<file path="src/logic/dtsd_defines.vh">
`ifndef DTSD_DEFINES_VH
`define DTSD_DEFINES_VH

// Register byte offsets on the APB window.
`define DTSD_OFF_DEST_SIZE_HIGH 12'h000
`define DTSD_OFF_DEST_COUNT_LOW 12'h004
`define DTSD_OFF_DEST_COUNT_HIGH 12'h008
`define DTSD_OFF_START_TRIG_SEL 12'h00C
`define DTSD_OFF_ABORT_TRIG_SEL 12'h010
`define DTSD_OFF_DEST_SIZE_LOW 12'h014
`define DTSD_OFF_COUNT_CTRL 12'h018

// Field positions.
`define DTSD_NIB_MSB 3
`define DTSD_SEL_MSB 6
`define DTSD_CTRL_LOAD_BIT 0
`define DTSD_CTRL_DEC_BIT 1

// Reset values.
`define DTSD_RST_NIBBLE 4'h0
`define DTSD_RST_BYTE 8'h00
`define DTSD_RST_SEL 7'h00
`define DTSD_RST_COUNT 12'h000

// Trigger code table limits.
`define DTSD_CODE_RESERVED0 7'h00
`define DTSD_CODE_FIRST_RSVD_TOP 7'h52
`define DTSD_CODE_LAST 7'h7F
`define DTSD_CODE_PIN_CHANGE 7'h07
`define DTSD_CODE_LVL1_LO 7'h14
`define DTSD_CODE_LVL1_HI 7'h1D
`define DTSD_CODE_LVL2_LO 7'h2E
`define DTSD_CODE_LVL2_HI 7'h34
`define DTSD_CODE_CH1_EV_LO 7'h10
`define DTSD_CODE_CH1_EV_HI 7'h13
`define DTSD_CODE_CH2_EV_LO 7'h2A
`define DTSD_CODE_CH2_EV_HI 7'h2D
`define DTSD_CODE_RSVD_A 7'h24
`define DTSD_CODE_RSVD_B 7'h3A
`define DTSD_CODE_RSVD_C_LO 7'h3E
`define DTSD_CODE_RSVD_C_HI 7'h45
`define DTSD_CODE_RSVD_D_LO 7'h4C
`define DTSD_CODE_RSVD_D_HI 7'h4F

// Width of the request line vector.
`define DTSD_NREQ 128

`endif

</file>
<file path="src/logic/dtsd_code_class.v">
`timescale 1ns/1ps
`include "dtsd_defines.vh"

// Classifies one selector code as reserved or level-sensitive.
module dtsd_code_class (
  input wire [6:0] code,
  output wire reserved,
  output wire level
);

  // Reserved codes connect to nothing; a 7-bit code can never exceed the top.
  assign reserved = (code == `DTSD_CODE_RESERVED0) ||
                    (code >= `DTSD_CODE_FIRST_RSVD_TOP) ||
                    (code == `DTSD_CODE_RSVD_A) ||
                    (code == `DTSD_CODE_RSVD_B) ||
                    ((code >= `DTSD_CODE_RSVD_C_LO) && (code <= `DTSD_CODE_RSVD_C_HI)) ||
                    ((code >= `DTSD_CODE_RSVD_D_LO) && (code <= `DTSD_CODE_RSVD_D_HI));

  // Only the pin-change and serial request ranges follow the level.
  assign level = (code == `DTSD_CODE_PIN_CHANGE) ||
                 ((code >= `DTSD_CODE_LVL1_LO) && (code <= `DTSD_CODE_LVL1_HI)) ||
                 ((code >= `DTSD_CODE_LVL2_LO) && (code <= `DTSD_CODE_LVL2_HI));

endmodule // dtsd_code_class

</file>
<file path="src/logic/dtsd_top.v">
// The APB interface to the registers and the register addresses were decided locally.
`timescale 1ns/1ps
`include "dtsd_defines.vh"

module dtsd_top (
  input wire pclk,
  input wire presetn,
  input wire psel,
  input wire penable,
  input wire pwrite,
  input wire [11:0] paddr,
  input wire [31:0] pwdata,
  input wire [3:0] pstrb,
  output reg [31:0] prdata,
  output reg pready,
  output reg pslverr,
  input wire [127:0] trigger_request,
  input wire dest_byte_done,
  output reg start_trigger_q,
  output reg abort_trigger_q,
  output reg [11:0] destination_message_size_q,
  output reg [11:0] destination_byte_count_q
);

  reg [127:0] req_meta_q;
  reg [127:0] req_sync_q;
  reg done_meta_q;
  reg done_sync_q;
  reg [6:0] start_trigger_code_q;
  reg [6:0] abort_trigger_code_q;
  reg [31:0] rdata_d;
  reg map_hit;
  wire start_trig;
  wire abort_trig;
  wire wr_take;
  wire rd_take;

  // Byte-lane 0 carries all of these registers of up to 8 bits.
  function wr_lane0;
    input [3:0] strb;
    begin
      wr_lane0 = strb[0];
    end
  endfunction

  // Two-flop synchronisers for request lines and the count strobe from outside.
  always @(posedge pclk or negedge presetn) begin
    if (!presetn) begin
      req_meta_q <= {`DTSD_NREQ{1'b0}};
      req_sync_q <= {`DTSD_NREQ{1'b0}};
      done_meta_q <= 1'b0;
      done_sync_q <= 1'b0;
    end else begin
      req_meta_q <= trigger_request;
      req_sync_q <= req_meta_q;
      done_meta_q <= dest_byte_done;
      done_sync_q <= done_meta_q;
    end
  end

  // Zero-wait slave: access phase completes in its first cycle.
  assign wr_take = psel & penable & pwrite;
  assign rd_take = psel & penable & ~pwrite;

  // Address decode for reads; an unmapped address answers with an error.
  always @* begin
    rdata_d = 32'h00000000;
    map_hit = 1'b1;
    if (paddr == `DTSD_OFF_DEST_SIZE_HIGH) begin
      rdata_d[`DTSD_NIB_MSB:0] = destination_message_size_q[11:8];
    end else if (paddr == `DTSD_OFF_DEST_COUNT_LOW) begin
      rdata_d[7:0] = destination_byte_count_q[7:0];
    end else if (paddr == `DTSD_OFF_DEST_COUNT_HIGH) begin
      rdata_d[`DTSD_NIB_MSB:0] = destination_byte_count_q[11:8];
    end else if (paddr == `DTSD_OFF_START_TRIG_SEL) begin
      rdata_d[`DTSD_SEL_MSB:0] = start_trigger_code_q;
    end else if (paddr == `DTSD_OFF_ABORT_TRIG_SEL) begin
      rdata_d[`DTSD_SEL_MSB:0] = abort_trigger_code_q;
    end else if (paddr == `DTSD_OFF_DEST_SIZE_LOW) begin
      rdata_d[7:0] = destination_message_size_q[7:0];
    end else if (paddr == `DTSD_OFF_COUNT_CTRL) begin
      rdata_d = 32'h00000000;
    end else begin
      map_hit = 1'b0;
    end
  end

  // Bus answer registers: pready and pslverr are pulses of the access cycle.
  always @(posedge pclk or negedge presetn) begin
    if (!presetn) begin
      prdata <= 32'h00000000;
      pready <= 1'b0;
      pslverr <= 1'b0;
    end else begin
      pready <= psel & ~penable;
      pslverr <= psel & ~penable & ~map_hit;
      if (psel & ~penable & ~pwrite) begin
        prdata <= rdata_d;
      end
    end
  end

  // Writable configuration registers.
  always @(posedge pclk or negedge presetn) begin
    if (!presetn) begin
      destination_message_size_q <= {`DTSD_RST_NIBBLE, `DTSD_RST_BYTE};
      start_trigger_code_q <= `DTSD_RST_SEL;
      abort_trigger_code_q <= `DTSD_RST_SEL;
    end else if (wr_take & pready & wr_lane0(pstrb)) begin
      if (paddr == `DTSD_OFF_DEST_SIZE_HIGH) begin
        destination_message_size_q[11:8] <= pwdata[`DTSD_NIB_MSB:0];
      end else if (paddr == `DTSD_OFF_DEST_SIZE_LOW) begin
        destination_message_size_q[7:0] <= pwdata[7:0];
      end else if (paddr == `DTSD_OFF_START_TRIG_SEL) begin
        start_trigger_code_q <= pwdata[`DTSD_SEL_MSB:0];
      end else if (paddr == `DTSD_OFF_ABORT_TRIG_SEL) begin
        abort_trigger_code_q <= pwdata[`DTSD_SEL_MSB:0];
      end
    end
  end

  // Running destination count: software cannot write it, only reload or step it.
  // Load is taken from the control register; decrement comes from the engine strobe.
  always @(posedge pclk or negedge presetn) begin
    if (!presetn) begin
      destination_byte_count_q <= `DTSD_RST_COUNT;
    end else if (wr_take & pready & wr_lane0(pstrb) & (paddr == `DTSD_OFF_COUNT_CTRL) &
                 pwdata[`DTSD_CTRL_LOAD_BIT]) begin
      destination_byte_count_q <= destination_message_size_q;
    end else if (done_sync_q && (destination_byte_count_q != `DTSD_RST_COUNT)) begin
      destination_byte_count_q <= destination_byte_count_q - 12'h001;
    end
  end

  dtsd_trig_sel u_start (
    .pclk(pclk),
    .presetn(presetn),
    .code(start_trigger_code_q),
    .req_sync(req_sync_q),
    .trig(start_trig)
  );

  dtsd_trig_sel u_abort (
    .pclk(pclk),
    .presetn(presetn),
    .code(abort_trigger_code_q),
    .req_sync(req_sync_q),
    .trig(abort_trig)
  );

  // Registered trigger outputs toward the transfer engine.
  always @(posedge pclk or negedge presetn) begin
    if (!presetn) begin
      start_trigger_q <= 1'b0;
      abort_trigger_q <= 1'b0;
    end else begin
      start_trigger_q <= start_trig;
      abort_trigger_q <= abort_trig;
    end
  end

endmodule // dtsd_top

</file>
<file path="src/logic/dtsd_trig_sel.v">
`timescale 1ns/1ps
`include "dtsd_defines.vh"

// Selects one synchronised request line and turns it into a trigger pulse or level.
module dtsd_trig_sel (
  input wire pclk,
  input wire presetn,
  input wire [6:0] code,
  input wire [127:0] req_sync,
  output reg trig
);

  wire reserved;
  wire level;
  wire line;
  reg line_q;

  dtsd_code_class u_class (
    .code(code),
    .reserved(reserved),
    .level(level)
  );

  // A reserved code reads as a permanently quiet line.
  assign line = reserved ? 1'b0 : req_sync[code];

  // Previous sample for rising edge detection.
  always @(posedge pclk or negedge presetn) begin
    if (!presetn) begin
      line_q <= 1'b0;
    end else begin
      line_q <= line;
    end
  end

  // Level sources pass while high; all others fire once per rising edge.
  always @* begin
    if (level) begin
      trig = line;
    end else begin
      trig = line & ~line_q;
    end
  end

endmodule // dtsd_trig_sel
</file>
<file path="config.mk">
export PLATFORM = sky130hd
export DESIGN_NAME = dtsd_top
export DESIGN_NICKNAME = d
export VERILOG_FILES = /design/src/logic/dtsd_code_class.v /design/src/logic/dtsd_top.v /design/src/logic/dtsd_trig_sel.v
export VERILOG_INCLUDE_DIRS = /design/src /design/src/logic
export SDC_FILE = /design/constraint.sdc
export NUM_CORES = 1
export LEC_CHECK = 0
export ABC_AREA = 1
export BUFFER_PORTS_ARGS = -buffer_cell sky130_fd_sc_hd__buf_2
export CAP_MARGIN = 30
export CORE_MARGIN = 2
export CORE_UTILIZATION = 39
export DETAILED_ROUTE_END_ITERATION = 7
export GPL_ROUTABILITY_DRIVEN = 0
export GPL_TIMING_DRIVEN = 0
export PLACE_DENSITY = 0.63
export SYNTH_ARGS = -nofsm -noshare
export SYNTH_HDL_FRONTEND = slang
export SYNTH_SLANG_ARGS = --single-unit
</file>
<file path="constraint.sdc">
create_clock -name pclk -period 1.9 [get_ports pclk]
set_input_delay 0.095 -clock pclk [delete_from_list [all_inputs] [get_ports pclk]]
set_output_delay 0.095 -clock pclk [all_outputs]
set_load 0.02 [all_outputs]
</file>
==> flow_summary.yaml <==
clocking:
  clkSinkCount: 310
  cts_max_level: 2
  clkLatencyLatePin_ns: 0.52
  cts_tree: "yes"
  cts_buffers: 34
  cts-root-buf: "clkbuf_16"
  clock_path_buffers: 3
  clk_pin_slew_ns: 0.06
sta:
  fmax_mhz: 530
  finalClockSkew_ns: 0.0217
  worst_pin_slew_ns: 0.616
  finalHoldViolations: 0
  period_needed_ns: 1.89
  rsz0062_at_grt: "yes"
  setup-violations-final: 0
  slew_violations: 0
  fin_crit_sh: 0.993
  slew_headroom: 0.589
  hold_slack_ns: 0.0519
setup_path:
  crit_fanout: 8
  reg2regPathDepth: 14
  r2r_start: "abort_trigger_code_q[0]"
  crit_end: "abort_trigger_q"
  worst-setup-path-type: "register to register"
  timing.reg2reg.setup_slack_ns: 0.01
  setup.worst_path.start: "abort_trigger_code_q[0]"
  end_kind: "register"
  arrival_ns: 2.28
  cp.required_ns: 2.29
  startpoint_type: "register"
  r2r_end: "abort_trigger_q"
layout:
  fin_util: 0.546
  nets: 1847
  layout_commonest_cell: "nand2_1"
  drive_gt1_frac: 0.231
  area_growth_pct: 38.8
  layout_common_cells: "483 x nand2_1, 309 x dfrtp_1, 199 x buf_2, 139 x dlygate4sd3_1, 75 x inv_1"
  fin_area_mm2: 0.0166
  diodes: 0
synthesis:
  yosys_warnings: 0
  synth_top_area_cell: "dfrtp_1"
  synth_edf_count: 0
  netlist_area_mm2: 0.0120
  yosys.cell_types.count: 40
  synth-async-reset-ratio: 1.00
  ys.flop_type: "dfrtp_1"
  avgSynthCellArea_um2: 9.49
  synth-seq-area-share: 0.648
  yosys-top-cells-area: "dfrtp_1 65%, nand2_1 16%, inv_1 2.5%"
  synth_top_area_share: 0.648
  ys_seq_elements: 310
  synthCells: 1262
global_routing:
  grt_pass1_vias: 9654
  grt_use_met1: 0.269
  grtUsageMet3: 0.0360
  overflow: 0
  grt_max_degree: 129
  grt_most_used_layer: "met2"
  grtUsageTotal: 0.213
  grt_pass1_wl_mm: 51.9
  antenna_found_initial: 0
  use_met2: 0.367
drt:
  drc_errors: 0
  routed_via_density: 4.85
  drt-initial-drc-count: 847
  ant_nets: 0
  totalWireLength_mm: 34.8
  routedWlPerCell_um: 16.7
  vias: 10098
  drt_pass1_iterations: 5
die:
  initial_core_util: 0.394
  fp.dieH_um: 179
  die_x_um: 179
  row_count: 64
  die_area_mm2: 0.0321
  pin_count: 242
  core-area_mm2: 0.0304
placement:
  io_buffers: 190
  placed_area_mm2: 0.0136
  dp_hpwl_mm: 22.5
outcome:
  run_status: "finished, final reports clean"
worst_hold_path:
  hp-class: "input port to register"
power:
  p_per_area_mw_per_mm2: 912
  leakage_nw: 8.24
  irDropWorstVdd_mv: 0.807
flow_run:
  maxCapViolCount: 0
Yosys cell counts (all sizes together) (3+ instances only):
library cell and count:
nand2 500, o2111ai 3, o21ai 90, o22ai 3
a22oi 10, nor3 8, nor2 89, clkbuf 9
xor2 5, dfrtp 310, inv 88, buf 56
a21oi 21, nand3 34, nand4 11, o211ai 6
a211oi 3
cells by family (layout without fill, tap and decap cells):
logic type / count (synthesis) / after routing / synth area share
flip-flops: 310 / 310 / 0.648
buffers and inverters: 155 / 557 / 0.0632
AO/OA/AOI/OAI: 142 / 142 / 0.0661
other: 1 / 24 / 0.000313
XOR/XNOR: 7 / 7 / 0.00512
adder cells (fa/ha/maj): 1 / 1 / 0.00104
AND/OR/NAND/NOR: 646 / 647 / 0.216
worst max-delay path, cell delays in order (launching register included):
cell	delay (ns)
dfrtp_2	0.51
buf_12	0.20
buf_8	0.14
nand2_2	0.05
nand2_1	0.07
nand2_2	0.09
nand2_1	0.07
nand2_1	0.09
nand2_2	0.07
nor2_4	0.11
nor2_2	0.05
nor2_1	0.13
nand3_2	0.08
nand3_2	0.09
nor2_2	0.04
through the flow:
stage               power [mW]  cells  TNS (ns)  setup slack [ns]
detailed placement        8.14   1873     -1.87            -0.197
global route              15.8   2084    -0.192           -0.0623
CTS                       15.2   2074         0           0.00216
floorplan                 7.63   1285         0            0.0708
finish                    15.2   2084         0            0.0136
global placement          8.11   1871  -1487.61             -4.83
power breakdown:
| group | switching (mW) | internal (mW) | total [mW] |
|---|---|---|---|
| clock network | 2.65 | 4.20 | 6.85 |
| registers | 0.221 | 6.94 | 7.16 |
| logic | 0.607 | 0.548 | 1.15 |
timing repair:
item | 4_1_cts | 5_1_grt
endpoints found under the setup margin | 16 | 16
hold buffers | 139 | 0
gates resized for setup | 22 | 93
cloned | 0 | 5
hold endpoints to repair | 229 | 0
pin swaps | 2 | 20
setup buffers | 2 | 5
cell type report:
cell class / instances / area (um^2)
Multi-Input combinational cell: 821 / 3730
Sequential cell: 310 / 7760
Buffer: 65 / 539
Clock buffer: 47 / 980
Timing Repair Buffer: 342 / 2570
Tap cell: 396 / 495
Clock inverter: 13 / 204
Fill cell: 2623 / 13800
Inverter: 90 / 347
worst min path at each step:
stage / slack [ns] / endpoint / startpoint / depth (start not counted)
after global placement: 0.20 / req_meta_q[96] / trigger_request[96] / 1
after CTS: 0.03 / destination_byte_count_q[7] / pwdata[0] / 3
after floorplan: -0.20 / abort_trigger_code_q[0] / presetn / 0
after detailed placement: 0.13 / req_meta_q[123] / presetn / 1
after global routing: 0.08 / abort_trigger_code_q[0] / pwdata[0] / 3
final: 0.05 / destination_byte_count_q[7] / pwdata[0] / 3
registers in the layout (all words and copies together), names as in the netlist:
register and flops:
u_start.line_q 1, start_trigger_code_q 7, done_meta_q 1, pslverr 1, pready 1, prdata 8
done_sync_q 1, abort_trigger_q 1, abort_trigger_code_q 7, destination_message_size_q 12, start_trigger_q 1, u_abort.line_q 1
req_meta_q 128, req_sync_q 128, destination_byte_count_q 12
routing by layer:
layer | vias up | part of all wire
met5 | - | 0
met2 | 507 | 0.49
met1 | 4777 | 0.40
li1 | 4716 | -
met3 | 98 | 0.079
met4 | 0 | 0.035
No activity file was read; power rests on OpenSTA's default activity.
